$ cat config.mk
export PLATFORM = sky130hd
export DESIGN_NAME = gpio_led_key_cfg
export DESIGN_NICKNAME = d
export VERILOG_FILES = /design/src/gpio_cfg_pkg.sv /design/src/gpio_led_key_cfg.sv /design/src/led_channel.sv
export SDC_FILE = /design/constraint.sdc
export NUM_CORES = 2
export LEC_CHECK = 0
export BUFFER_PORTS_ARGS = -buffer_cell sky130_fd_sc_hd__buf_2
export CAP_MARGIN = 20
export CORE_ASPECT_RATIO = 1.2
export CORE_MARGIN = 5
export CORE_UTILIZATION = 30
export CTS_CLUSTER_DIAMETER = 60
export DETAILED_ROUTE_END_ITERATION = 16
export GPL_TIMING_DRIVEN = 0
export SLEW_MARGIN = 20
export SYNTH_ARGS = -nofsm -noshare
export SYNTH_HDL_FRONTEND = slang
export SYNTH_SLANG_ARGS = --single-unit
$ cat constraint.sdc
create_clock -name clk_in -period 6.3 [get_ports clk_in]
set_input_delay 0.315 -clock clk_in [delete_from_list [all_inputs] [get_ports clk_in]]
set_output_delay 0.315 -clock clk_in [all_outputs]
set_load 0.005 [all_outputs]
$ cat src/gpio_cfg_pkg.sv
// Constants, register map and carrier types of the GPIO expander configuration block.
package gpio_cfg_pkg;

  // ----------------------------------------
  // Register offsets
  // ----------------------------------------
  localparam logic [7:0] ADDR_MISC      = 8'h10;
  localparam logic [7:0] ADDR_LED_EN    = 8'h11;
  localparam logic [7:0] ADDR_DEB_CFG   = 8'h12;
  localparam logic [7:0] ADDR_DEB_EN    = 8'h13;
  localparam logic [7:0] ADDR_KEY_CFG   = 8'h14;
  localparam logic [7:0] ADDR_KEY_DATA  = 8'h15;
  localparam logic [7:0] ADDR_HIGH_IN   = 8'h2a;
  localparam logic [7:0] ADDR_SW_RST    = 8'h7d;
  // LED bank: address[7:6] selects it, [5:3] the IO, [2:0] the field.
  localparam logic [1:0] LED_BANK_SEL   = 2'h1;
  localparam logic [2:0] F_ON_TIME      = 3'h0;
  localparam logic [2:0] F_ON_LVL       = 3'h1;
  localparam logic [2:0] F_OFF          = 3'h2;
  localparam logic [2:0] F_FADE_IN      = 3'h3;
  localparam logic [2:0] F_FADE_OUT     = 3'h4;
  localparam logic [2:0] F_LAST         = 3'h4;

  // ----------------------------------------
  // Field positions and reset values
  // ----------------------------------------
  localparam int MISC_LOG_HI   = 7;
  localparam int MISC_DIV_HI   = 6;
  localparam int MISC_DIV_LO   = 4;
  localparam int MISC_LOG_LO   = 3;
  localparam int MISC_NO_INC   = 1;
  localparam int MISC_NO_ACLR  = 0;
  localparam int IO_FADE_LO    = 3;
  localparam int IO_FADE_HI    = 7;
  localparam logic [7:0] RST_ZERO    = 8'h00;
  localparam logic [7:0] RST_KEY     = 8'hff;
  localparam logic [7:0] SW_KEY1     = 8'h12;
  localparam logic [7:0] SW_KEY2     = 8'h34;
  localparam logic [7:0] PWM_LAST    = 8'hfe;

  // ----------------------------------------
  // Timing
  // ----------------------------------------
  localparam int CLK_HZ         = 100_000_000;
  localparam int OSC_HZ         = 2_000_000;
  localparam int OSC_DIV        = CLK_HZ / OSC_HZ;
  localparam int OSC_PERIOD_NS  = 1_000_000_000 / OSC_HZ;
  localparam int DEB_BASE_NS    = 500_000;
  localparam int SCAN_BASE_NS   = 1_000_000;
  localparam int DEB_BASE_OSC   = DEB_BASE_NS / OSC_PERIOD_NS;
  localparam int SCAN_BASE_OSC  = SCAN_BASE_NS / OSC_PERIOD_NS;

  // ----------------------------------------
  // Carrier types
  // ----------------------------------------
  typedef struct packed {
    logic       start;
    logic       wr;
    logic       rd;
    logic [7:0] wdata;
  } bus_req_s;

  typedef struct packed {
    logic [4:0] on_time;
    logic [7:0] on_lvl;
    logic [4:0] off_time;
    logic [2:0] off_lvl;
    logic [4:0] fade_in;
    logic [4:0] fade_out;
  } led_cfg_s;

  localparam led_cfg_s LED_CFG_RST = '{5'h00, 8'hff, 5'h00, 3'h0, 5'h00, 5'h00};

endpackage

$ cat src/gpio_led_key_cfg.sv
// Configuration and status registers of the 8-channel GPIO expander with LED and keypad engines.
//
// Function
// - LED clock divider: zero disables LEDs, else oscillator over 2^(n-1).
// - Low bank fading pin law: zero linear, one logarithmic.
// - Reset pin acts as full reset or only restarts LED, debounce and scan counters.
// - Reset-mode bit cleared only by write, power-on or software reset, not pin.
// - Auto-increment bit zero advances address; one keeps it fixed.
// - Autoclear zero: data read clears interrupt source; one needs manual clear.
// - Each LED enable bit turns that pin's LED driver on.
// - Debounce time 0.5ms doubling to 64ms in oscillator cycles.
// - Each debounce enable bit turns debouncing on for that pin.
// - Row code zero stops scanning; else two to four rows from pin 0.
// - Column code picks one to four columns from pin 4.
// - Scan time per row 1ms doubling to 128ms; host sets above debounce.
// - Key data active low, resets all ones; read clears it and interrupt.
// - On-time zero static; else 64 or 512 times value PWM periods.
// - On-intensity sets on level, mapped in log mode; resets full scale.
// - Off-time zero single shot; else 64 or 512 times value periods.
// - Off-intensity gives four times field as off level, mapped in log.
// - Fade-in zero off; else level delta times value, times 16 above 15.
// - Fade-out uses the same formula for the falling ramp.
// - Each high-input bit enables high-voltage input mode for that pin.
// - Writes 0x12 then 0x34 to reset register cause full reset; reads zero.
// - High bank fading pin law: zero linear, one logarithmic.
`timescale 1ns/10ps
module gpio_led_key_cfg #(
  parameter int OSC_DIV_P = gpio_cfg_pkg::OSC_DIV,       // Clocks per oscillator cycle.
  parameter int DEB_BASE  = gpio_cfg_pkg::DEB_BASE_OSC,  // Shortest debounce, osc cycles.
  parameter int SCAN_BASE = gpio_cfg_pkg::SCAN_BASE_OSC  // Shortest row time, osc cycles.
) (
  input  wire logic                   clk_in,             // System clock, 100 MHz.
  input  wire logic                   nrst_in,            // Power-on reset, active low.
  input  wire logic                   ext_reset_pin_n_in, // Reset pin, async, active low.
  input  wire gpio_cfg_pkg::bus_req_s bus_req_in,         // Byte requests from serial slave.
  output logic [7:0]                  bus_rdata_out,      // Read data of last read.
  input  wire logic [7:0]             io_in,              // IO pin levels, async.
  input  wire logic [7:0]             gpio_data_in,       // Data register bits.
  input  wire logic                   gpio_data_read_in,  // Data register read pulse.
  output logic [7:0]                  led_pwm_out,        // LED drive per IO.
  output logic [7:0]                  led_enable_out,     // LED driver owns the IO.
  output logic [7:0]                  io_filtered_out,    // Debounced inputs.
  output logic [7:0]                  high_input_out,     // High-voltage input mode.
  output logic [3:0]                  key_row_oe_out,     // Row pulled low while high.
  output logic                        irq_out_n,          // Key interrupt, active low.
  output logic                        irq_src_clear_out   // Clear interrupt source.
);
  import gpio_cfg_pkg::*;

  // ----------------------------------------
  // Registers
  // ----------------------------------------
  logic [7:0] misc_r;        // Bit 2 is kept in pin_mode_r.
  logic       pin_mode_r;
  logic [7:0] deb_cfg_r;
  logic [7:0] deb_en_r;
  logic [7:0] key_cfg_r;
  logic [7:0] key_r;
  logic       armed_r;
  logic       soft_rst_r;
  logic [7:0] addr_r;
  logic       first_r;
  logic       ext_s1_r;
  logic       ext_s2_r;
  logic [7:0] io_s1_r;
  logic [7:0] io_s2_r;
  logic [7:0] io_prev_r;
  logic [7:0] unstable_r;
  logic [7:0] osc_cnt_r;
  logic [6:0] led_div_r;
  logic [17:0] deb_cnt_r;
  logic [17:0] scan_cnt_r;
  logic [1:0] row_r;
  led_cfg_s   led_cfg_r [8];
  logic [7:0] rdata_mux;

  // ----------------------------------------
  // Reset sources
  // ----------------------------------------
  // Soft reset behaves like power-on; the pin is synchronised first.
  wire rst_all_n = nrst_in & ~soft_rst_r;
  wire pin_low   = ~ext_s2_r;
  wire cfg_rst_n = rst_all_n & ~(pin_low & ~pin_mode_r);
  wire cnt_rst_n = cfg_rst_n & ~pin_low;

  // Two-stage synchroniser of the reset pin.
  always_ff @(posedge clk_in) begin
    if (!nrst_in) begin
      ext_s1_r <= 1'b1;
      ext_s2_r <= 1'b1;
    end else begin
      ext_s1_r <= ext_reset_pin_n_in;
      ext_s2_r <= ext_s1_r;
    end
  end

  // ----------------------------------------
  // Register access decode
  // ----------------------------------------
  wire       wr_data  = bus_req_in.wr & ~first_r;
  wire       led_hit  = (addr_r[7:6] == LED_BANK_SEL) && (addr_r[2:0] <= F_LAST);
  wire [2:0] led_io   = addr_r[5:3];
  wire [2:0] led_fld  = addr_r[2:0];
  wire [7:0] wd       = bus_req_in.wdata;
  wire       key_rd   = bus_req_in.rd && (addr_r == ADDR_KEY_DATA);
  wire       adv      = (wr_data | bus_req_in.rd) & ~misc_r[MISC_NO_INC];
  wire       we_misc  = wr_data && (addr_r == ADDR_MISC);
  wire       sw_fire  = wr_data && (addr_r == ADDR_SW_RST) && armed_r && (wd == SW_KEY2);

  // Address pointer: first write after start carries the address.
  always_ff @(posedge clk_in) begin
    if (!rst_all_n) begin
      addr_r  <= RST_ZERO;
      first_r <= 1'b1;
    end else if (bus_req_in.start) begin
      first_r <= 1'b1;
    end else if (bus_req_in.wr && first_r) begin
      addr_r  <= wd;
      first_r <= 1'b0;
    end else if (adv) begin
      addr_r <= addr_r + 8'h01;
    end
  end

  // Read data selection; unmapped and write-only addresses read zero.
  always_comb begin
    rdata_mux = RST_ZERO;
    case (addr_r)
      ADDR_MISC:     rdata_mux = {misc_r[7:3], pin_mode_r, misc_r[1:0]};
      ADDR_LED_EN:   rdata_mux = led_enable_out;
      ADDR_DEB_CFG:  rdata_mux = deb_cfg_r;
      ADDR_DEB_EN:   rdata_mux = deb_en_r;
      ADDR_KEY_CFG:  rdata_mux = key_cfg_r;
      ADDR_KEY_DATA: rdata_mux = key_r;
      ADDR_HIGH_IN:  rdata_mux = high_input_out;
      default: begin
        if (led_hit) begin
          case (led_fld)
            F_ON_TIME:  rdata_mux = {3'h0, led_cfg_r[led_io].on_time};
            F_ON_LVL:   rdata_mux = led_cfg_r[led_io].on_lvl;
            F_OFF:      rdata_mux = {led_cfg_r[led_io].off_time, led_cfg_r[led_io].off_lvl};
            F_FADE_IN:  rdata_mux = {3'h0, led_cfg_r[led_io].fade_in};
            F_FADE_OUT: rdata_mux = {3'h0, led_cfg_r[led_io].fade_out};
            default:    rdata_mux = RST_ZERO;
          endcase
        end
      end
    endcase
  end

  // Read data register.
  always_ff @(posedge clk_in) begin
    if (!rst_all_n) begin
      bus_rdata_out <= RST_ZERO;
    end else if (bus_req_in.rd) begin
      bus_rdata_out <= rdata_mux;
    end
  end

  always_ff @(posedge clk_in) begin
    if (!rst_all_n) begin
      pin_mode_r <= 1'b0;
    end else if (we_misc) begin
      pin_mode_r <= wd[2];
    end
  end

  // Plain configuration registers.
  always_ff @(posedge clk_in) begin
    if (!cfg_rst_n) begin
      misc_r         <= RST_ZERO;
      led_enable_out <= RST_ZERO;
      deb_cfg_r      <= RST_ZERO;
      deb_en_r       <= RST_ZERO;
      key_cfg_r      <= RST_ZERO;
      high_input_out <= RST_ZERO;
    end else if (wr_data) begin
      if (we_misc) misc_r <= {wd[7:3], 1'b0, wd[1:0]};
      if (addr_r == ADDR_LED_EN) led_enable_out <= wd;
      if (addr_r == ADDR_DEB_CFG) deb_cfg_r <= {5'h00, wd[2:0]};
      if (addr_r == ADDR_DEB_EN) deb_en_r <= wd;
      if (addr_r == ADDR_KEY_CFG) key_cfg_r <= {1'b0, wd[6:0]};
      if (addr_r == ADDR_HIGH_IN) high_input_out <= wd;
    end
  end

  // Per-IO LED settings, one byte field at a time.
  always_ff @(posedge clk_in) begin
    if (!cfg_rst_n) begin
      for (int i = 0; i < 8; i++) begin
        led_cfg_r[i] <= LED_CFG_RST;
      end
    end else if (wr_data && led_hit) begin
      case (led_fld)
        F_ON_TIME:  led_cfg_r[led_io].on_time <= wd[4:0];
        F_ON_LVL:   led_cfg_r[led_io].on_lvl  <= wd;
        F_OFF: begin
          led_cfg_r[led_io].off_time <= wd[7:3];
          led_cfg_r[led_io].off_lvl  <= wd[2:0];
        end
        F_FADE_IN:  led_cfg_r[led_io].fade_in  <= wd[4:0];
        F_FADE_OUT: led_cfg_r[led_io].fade_out <= wd[4:0];
        default:    led_cfg_r[led_io].on_time  <= led_cfg_r[led_io].on_time;
      endcase
    end
  end

  always_ff @(posedge clk_in) begin
    if (!cfg_rst_n) begin
      armed_r <= 1'b0;
    end else if (wr_data) begin
      armed_r <= (addr_r == ADDR_SW_RST) && (wd == SW_KEY1);
    end
  end

  always_ff @(posedge clk_in) begin
    if (!nrst_in) begin
      soft_rst_r <= 1'b0;
    end else begin
      soft_rst_r <= sw_fire;
    end
  end

  always_ff @(posedge clk_in) begin
    if (!cfg_rst_n) begin
      irq_src_clear_out <= 1'b0;
    end else begin
      irq_src_clear_out <= gpio_data_read_in & ~misc_r[MISC_NO_ACLR];
    end
  end

  // ----------------------------------------
  // Oscillator and LED clock enables
  // ----------------------------------------
  wire [2:0] led_div  = misc_r[MISC_DIV_HI:MISC_DIV_LO];
  wire       osc_tick = (osc_cnt_r >= 8'(OSC_DIV_P - 1));
  wire [6:0] led_lim  = 7'(7'h01 << (led_div - 3'h1)) - 7'h01;
  wire       led_on   = (led_div != 3'h0);
  wire       led_tick = osc_tick && led_on && (led_div_r >= led_lim);

  // Oscillator cycle counter and LED clock divider.
  always_ff @(posedge clk_in) begin
    if (!cnt_rst_n) begin
      osc_cnt_r <= 8'h00;
      led_div_r <= 7'h00;
    end else begin
      osc_cnt_r <= osc_tick ? 8'h00 : osc_cnt_r + 8'h01;
      if (osc_tick) begin
        led_div_r <= (led_div_r >= led_lim) ? 7'h00 : led_div_r + 7'h01;
      end
    end
  end

  for (genvar i = 0; i < 8; i++) begin : g_led
    led_channel #(
      .FADE_CAP (1'((i == IO_FADE_LO) || (i == IO_FADE_HI)))
    ) u_led (
      .clk_in    (clk_in),
      .nrst_in   (cnt_rst_n),
      .tick_in   (led_tick),
      .en_in     (led_enable_out[i] & led_on),
      .active_in (~gpio_data_in[i]),
      .log_in    ((i < 4) ? misc_r[MISC_LOG_LO] : misc_r[MISC_LOG_HI]),
      .cfg_in    (led_cfg_r[i]),
      .pwm_out   (led_pwm_out[i])
    );
  end

  // ----------------------------------------
  // Input debouncing
  // ----------------------------------------
  // debounce period
  wire [17:0] deb_lim  = 18'(DEB_BASE) << deb_cfg_r[2:0];
  wire        deb_tick = osc_tick && (deb_cnt_r >= deb_lim - 18'h00001);
  wire [7:0]  chg      = io_s2_r ^ io_prev_r;
  wire [7:0]  upd      = ~deb_en_r | ({8{deb_tick}} & ~(unstable_r | chg));

  // Pin synchronisers and debounce filter.
  always_ff @(posedge clk_in) begin
    if (!cnt_rst_n) begin
      io_s1_r         <= RST_KEY;
      io_s2_r         <= RST_KEY;
      io_prev_r       <= RST_KEY;
      io_filtered_out <= RST_KEY;
      unstable_r      <= RST_ZERO;
      deb_cnt_r       <= 18'h00000;
    end else begin
      io_s1_r         <= io_in;
      io_s2_r         <= io_s1_r;
      io_prev_r       <= io_s2_r;
      io_filtered_out <= (upd & io_s2_r) | (~upd & io_filtered_out);
      unstable_r      <= (deb_tick ? RST_ZERO : unstable_r) | chg;
      if (osc_tick) begin
        deb_cnt_r <= deb_tick ? 18'h00000 : deb_cnt_r + 18'h00001;
      end
    end
  end

  // ----------------------------------------
  // Keypad scanning
  // ----------------------------------------
  wire [1:0]  rows     = key_cfg_r[6:5];
  wire [1:0]  cols     = key_cfg_r[4:3];
  wire        scan_on  = (rows != 2'h0);
  wire [17:0] scan_lim = 18'(SCAN_BASE) << key_cfg_r[2:0];
  wire        held     = (key_r != RST_KEY);
  wire [3:0]  col_mask = 4'((5'h02 << cols) - 5'h01);
  wire [3:0]  col_hit  = ~io_filtered_out[7:4] & col_mask;
  wire [3:0]  row_hot  = 4'(4'h1 << row_r);
  wire        row_end  = osc_tick && scan_on && !held && (scan_cnt_r >= scan_lim - 18'h00001);
  wire        key_hit  = row_end && (col_hit != 4'h0);

  // Row stepping; scanning stalls while a key waits to be read.
  always_ff @(posedge clk_in) begin
    if (!cnt_rst_n || !scan_on) begin
      scan_cnt_r     <= 18'h00000;
      row_r          <= 2'h0;
      key_row_oe_out <= 4'h0;
    end else begin
      key_row_oe_out <= row_hot;
      if (row_end) begin
        scan_cnt_r <= 18'h00000;
        if (!key_hit) begin
          row_r <= (row_r >= rows) ? 2'h0 : row_r + 2'h1;
        end
      end else if (osc_tick && !held) begin
        scan_cnt_r <= scan_cnt_r + 18'h00001;
      end
    end
  end

  always_ff @(posedge clk_in) begin
    if (!cfg_rst_n) begin
      key_r     <= RST_KEY;
      irq_out_n <= 1'b1;
    end else if (key_hit) begin
      key_r     <= ~{col_hit, row_hot};
      irq_out_n <= 1'b0;
    end else if (key_rd) begin
      key_r     <= RST_KEY;
      irq_out_n <= 1'b1;
    end
  end

endmodule

$ cat src/led_channel.sv
// One LED driver channel: PWM, blink phases and fading.
`timescale 1ns/10ps
module led_channel #(
  parameter bit FADE_CAP = 1'b0
) (
  input  wire logic                   clk_in,    // System clock.
  input  wire logic                   nrst_in,   // Counter reset, active low.
  input  wire logic                   tick_in,   // LED clock enable pulse.
  input  wire logic                   en_in,     // Driver enabled.
  input  wire logic                   active_in, // Data bit asks for light.
  input  wire logic                   log_in,    // Logarithmic law selected.
  input  wire gpio_cfg_pkg::led_cfg_s cfg_in,    // Channel settings.
  output logic                        pwm_out    // PWM drive, high is lit.
);
  import gpio_cfg_pkg::*;

  logic [7:0]  pcnt_r;
  logic [7:0]  lvl_r;
  logic        on_ph_r;
  logic [13:0] dur_r;
  logic [8:0]  fcnt_r;

  // ----------------------------------------
  // Phase selection and level mapping
  // ----------------------------------------
  wire        per_end  = tick_in && (pcnt_r == PWM_LAST);
  wire [7:0]  off_lvl  = {cfg_in.off_lvl, 2'h0};
  wire [7:0]  target   = on_ph_r ? cfg_in.on_lvl : off_lvl;
  wire [4:0]  fade     = on_ph_r ? cfg_in.fade_in : cfg_in.fade_out;
  wire [4:0]  t_sel    = on_ph_r ? cfg_in.on_time : cfg_in.off_time;
  wire [8:0]  fade_lim = fade[4] ? {fade, 4'h0} : {4'h0, fade};
  wire [13:0] dur_lim  = t_sel[4] ? {t_sel, 9'h0} : {3'h0, t_sel, 6'h0};
  wire        hold     = (t_sel == 5'h00);
  wire [15:0] sq       = 16'(lvl_r * lvl_r) + 16'h00ff;
  wire [7:0]  mapped   = (log_in && FADE_CAP) ? sq[15:8] : lvl_r;

  // PWM counter, blink timing and fade stepping on the LED clock.
  always_ff @(posedge clk_in) begin
    if (!nrst_in) begin
      pcnt_r  <= 8'h00;
      lvl_r   <= 8'h00;
      on_ph_r <= 1'b1;
      dur_r   <= 14'h0000;
      fcnt_r  <= 9'h000;
      pwm_out <= 1'b0;
    end else begin
      pwm_out <= en_in && active_in && (pcnt_r < mapped);
      if (tick_in) begin
        pcnt_r <= per_end ? 8'h00 : pcnt_r + 8'h01;
      end
      if (!active_in) begin
        on_ph_r <= 1'b1;
        dur_r   <= 14'h0000;
        fcnt_r  <= 9'h000;
        lvl_r   <= off_lvl;
      end else if (per_end) begin
        if (!hold && (dur_r >= dur_lim - 14'h0001)) begin
          on_ph_r <= ~on_ph_r;
          dur_r   <= 14'h0000;
        end else if (!hold) begin
          dur_r <= dur_r + 14'h0001;
        end
        if (fade == 5'h00) begin
          lvl_r <= target;
        end else if (lvl_r != target) begin
          if (fcnt_r >= fade_lim - 9'h001) begin
            fcnt_r <= 9'h000;
            lvl_r  <= (lvl_r < target) ? lvl_r + 8'h01 : lvl_r - 8'h01;
          end else begin
            fcnt_r <= fcnt_r + 9'h001;
          end
        end
      end
    end
  end

endmodule

==> metrics.md <==
| Metric | Value |
|---|---|
| WP depth | `25` |
| P_leak | `approximately 23 nW` |
| Die area | `~180000 um^2` |
| Gpl congestion | `between 1 and 1.5` |
| Max Cap Violations | `0` |
| Share of post-route cells with drive strength above 1 | `9.26%` |
| Fillers | `17296` |
| Worst Path Arrival | `roughly 6700 ps` |
| GR Overflow Total | `0` |
| CP bufs+invs | `6` |
| Final hold vios | `0` |
| Fin cells | `8103` |
| Layout area overhead | `13.2%` |
| Period utilization | `95.3%` |
| TritonCTS Sinks | `749` |
| Clock latency on the worst-skew pair | `730 ps` |
| Seq cells post-synth | `749` |
| DR vias | `43592` |
| Critical path capture point type | `flip-flop` |
| Wire per inst | `22.4 um` |
| Global Route Usage Sum | `20.0%` |
| Worst setup endpoint | `g_led[7].u_led.pwm_out` |
| Synthesized instance count | `~5600` |
| Final setup TNS | `0 ps` |
| H-tree depth | `3` |
| Slew headroom | `15.7%` |
| Die width | `384 um` |
| Vias in the first global route | `42160` |
| P_int | `between 8 and 9 mW` |
| Initial drt markers | `3901` |
| Pre-CTS setup slack | `-232 ps` |
| FP Rows | `164` |
| Drc violations | `0` |
| Post-synth top area cell | `dfxtp_1` |
| Worst-margin pin slew | `1260 ps` |
| CTS clk-pin slew, worst paths | `60 ps` |
| RSZ-0062 raised after global routing | `false` |
| Layout Nets | `6334` |
| Top cell type's share of synthesized area | `19.9%` |
| RR Startpoint | `g_led[7].u_led.lvl_r[6]` |
| Mean Syn Cell Area | `9.01 um^2` |
| Max Slew Vio Count | `0` |
| TritonCTS clock tree | `built` |
| WL final | `182 mm` |
| Postcts setup bufs | `0` |
| Largest net degree at the start of global routing | `15` |
| Register share of total power | `between 40% and 50%` |
| Vias per cell | `approximately 5.4` |
| Unique cell type count in the Yosys netlist | `103` |
| Worst path slowest cell | `fa_1` |
| Worst min path class | `in2reg` |
| Max stage delay on crit path | `530 ps` |
| Dpl cells | `about 7900` |
| Most used cell, CP | `inv_1` |
| Fin Clk Skew | `66.7 ps` |
| Starting density of the core | `between 30% and 40%` |
| Asr flop ratio synth | `0%` |
| Family with the most delay on the worst path | `adder cells` |
| CTS root buffer | `clkbuf_16` |
| Top cells by area, synth | `dfxtp_1 20%, edfxtp_1 15%, ha_1 11%` |
| Register Area | `approximately 17000 um^2` |
| Synthesized cell area | `50300 um^2` |
| Final Setup Violations | `0` |
| R2R Setup Slk | `300 ps` |
| PwrDens | `200 nW/um^2` |
| Core area | `between 150000 and 200000 um^2` |
| CTS Buf Count | `87` |
| Worst-case reg-to-reg path depth | `25` |
| EDFF count, synth | `between 200 and 250` |
| Final ANT Viol Nets | `0` |
| CP startpoint | `g_led[7].u_led.lvl_r[6]` |
| YS warnings | `0` |
| Clock period minus worst slack | `6000 ps` |
| Port bufs | `75` |
| Post-DP HPWL | `roughly 140 mm` |
| Net switching power | `approximately 3.1 mW` |
| Reg-to-reg endpoint | `g_led[7].u_led.pwm_out` |
| Io pins | `77` |
| Hold Startpoint | `gpio_data_in[4]` |
| VDD IR max | `0.203 mV` |
| Die Height | `between 400 and 500 um` |
| DR pass1 iterations | `6` |
| First-pass GRT wire length | `268 mm` |
| Max Fanout on Critical Path | `10` |
| Switching fraction of total power | `27.2%` |
| Status | `complete, no violations` |
| Worst Path Class, Setup | `reg2reg` |
| Sequential share of the synthesized area | `34.7%` |
| Critical Path RT | `about 7000 ps` |
| Clock network power share | `45.4%` |
| CP Launch Type | `flip-flop` |
| Max Freq | `167 MHz` |
| Clock Path Buffers | `3` |
| Most used DFF post-synth | `dfxtp_1` |
| Worst setup margin | `296 ps` |
| Combinational Power Share | `under 10%` |
| Multi-input combinational cell area | `between 30000 and 40000 um^2` |
| Antenna violations before repair | `15` |
## what timing repair did
action | in CTS | in global routing
hold endpoints to repair | 31 | 0
hold buffers | 24 | 0
setup endpoints to repair | 23 | 15
gates resized for setup | 11 | 31
## power by group through the flow
stage | combinational [mW] | clock [mW] | sequential (mW)
floorplan | 0.635 | 0 | 5.22
global placement | 0.955 | 0 | 5.31
detailed placement | 0.976 | 0 | 5.31
CTS | 0.994 | 5.26 | 5.20
global route | 1.10 | 5.45 | 5.20
finish | 1.02 | 5.19 | 5.21
## per-stage QoR
stage / instance area (um^2) / hold WS, ps / utilization (%) / total power, mW
3_3_place_gp: 53500 / 389 / 32.1 / 6.26
3_5_place_dp: 53700 / 396 / 32.3 / 6.28
5_1_grt: 56900 / 69.7 / 34.2 / 11.8
6_report: 57000 / 64.4 / 34.2 / 11.4
4_1_cts: 56900 / 24.1 / 34.1 / 11.5
2_1_floorplan: 50300 / 386 / - / 5.86
## per-layer routing
layer	track usage [%]	up-vias	share of wire [%]
met1	24.2	21147	40
met2	33.1	1606	46
met3	2.86	425	6.6
met4	13.3	4	7.5
met5	0	-	0.015
li1	-	20410	-
## worst min-delay path by stage
stage,endpoint,slack [ps],cells past startpoint
5_1_grt,g_led[4].u_led.lvl_r[2],70,3
3_5_place_dp,ext_s2_r,400,1
6_report,g_led[4].u_led.lvl_r[2],60,3
3_3_place_gp,ext_s2_r,390,1
2_1_floorplan,ext_s2_r,390,1
4_1_cts,g_led[4].u_led.lvl_r[2],20,3
## worst min-delay path: stages
cell and delay, ps:
buf_2 170, or3_1 130, o211ai_1 70
## logic make-up (layout without fill, tap and decap cells)
kind of cell / after synthesis / in the layout / share of synthesized area (%)
and+or+nand+nor: 2236 / 2236 / 21.7
AOI/OAI and AO/OA: 904 / 904 / 11.8
DFF: 749 / 749 / 34.7
buffers and inverters: 521 / 790 / 4.14
adders and majority gates: 520 / 520 / 13.9
xor gates and xnor gates: 386 / 386 / 6.75
muxes: 266 / 266 / 6.96
other: 2 / 11 / 0.0149
## layout by cell type (no fill, tap or decap), types with 106 or more instances in the layout
cell      Yosys  final
dfxtp_1     501    496
and3_1      211    211
xor2_1      191    191
inv_1       267    267
o21ai_0     158    154
nand2_1     537    536
nand4_1     134    134
mux2i_1     154    154
nor3_1      117    114
nand3_1     230    230
buf_2        30    106
clkbuf_1    187    187
xnor2_1     194    194
a21oi_1     263    262
ha_1        453    453
nor2_1      621    620
edfxtp_1    248    248
## cells in the mapped netlist, types with 10 or more instances
library cell / number
a2111oi_0: 18
a211oi_1: 59
a21o_1: 68
a21oi_1: 263
a221o_1: 13
a221oi_1: 10
a22oi_1: 25
a2bb2oi_1: 12
a31oi_1: 47
and2_1: 57
and3_1: 211
and4_1: 26
buf_1: 17
buf_2: 30
buf_4: 14
clkbuf_1: 187
dfxtp_1: 501
edfxtp_1: 248
fa_1: 66
ha_1: 453
inv_1: 267
mux2_2: 50
mux2i_1: 154
mux4_2: 62
nand2_1: 537
nand2b_1: 66
nand3_1: 230
nand4_1: 134
nor2_1: 621
nor2b_1: 29
nor3_1: 117
nor3b_1: 18
nor4_1: 15
o211ai_1: 40
o21a_1: 20
o21ai_0: 158
o21ai_1: 13
o21bai_1: 13
o22ai_1: 19
o31ai_1: 19
or2_2: 75
or3_1: 53
xnor2_1: 194
xor2_1: 191
## registers in the layout, indices dropped and copies added, names as in the netlist, 8 cells and up, named ones only
name                 flops
addr_r                   8
bus_rdata_out            8
deb_cnt_r               18
deb_en_r                 8
g_led.u_led.dur_r      112
g_led.u_led.fcnt_r      72
g_led.u_led.lvl_r       64
g_led.u_led.on_ph_r      8
g_led.u_led.pcnt_r      64
g_led.u_led.pwm_out      8
high_input_out           8
io_prev_r                8
io_s1_r                  8
io_s2_r                  8
key_r                    8
led_cfg_r              248
led_enable_out           8
osc_cnt_r                8
scan_cnt_r              18
unstable_r               8
## cell type report
cell class	instances	share of cell area (%)
Multi-Input combinational cell	4315	54.2
Sequential cell	749	30.7
Tap cell	2241	4.92
Clock buffer	122	4.33
Buffer	253	1.95
Inverter	268	1.77
Timing Repair Buffer	110	1.40
Clock inverter	37	0.694
Antenna cell	8	0.0351
(Power assumes the default switching activity.)
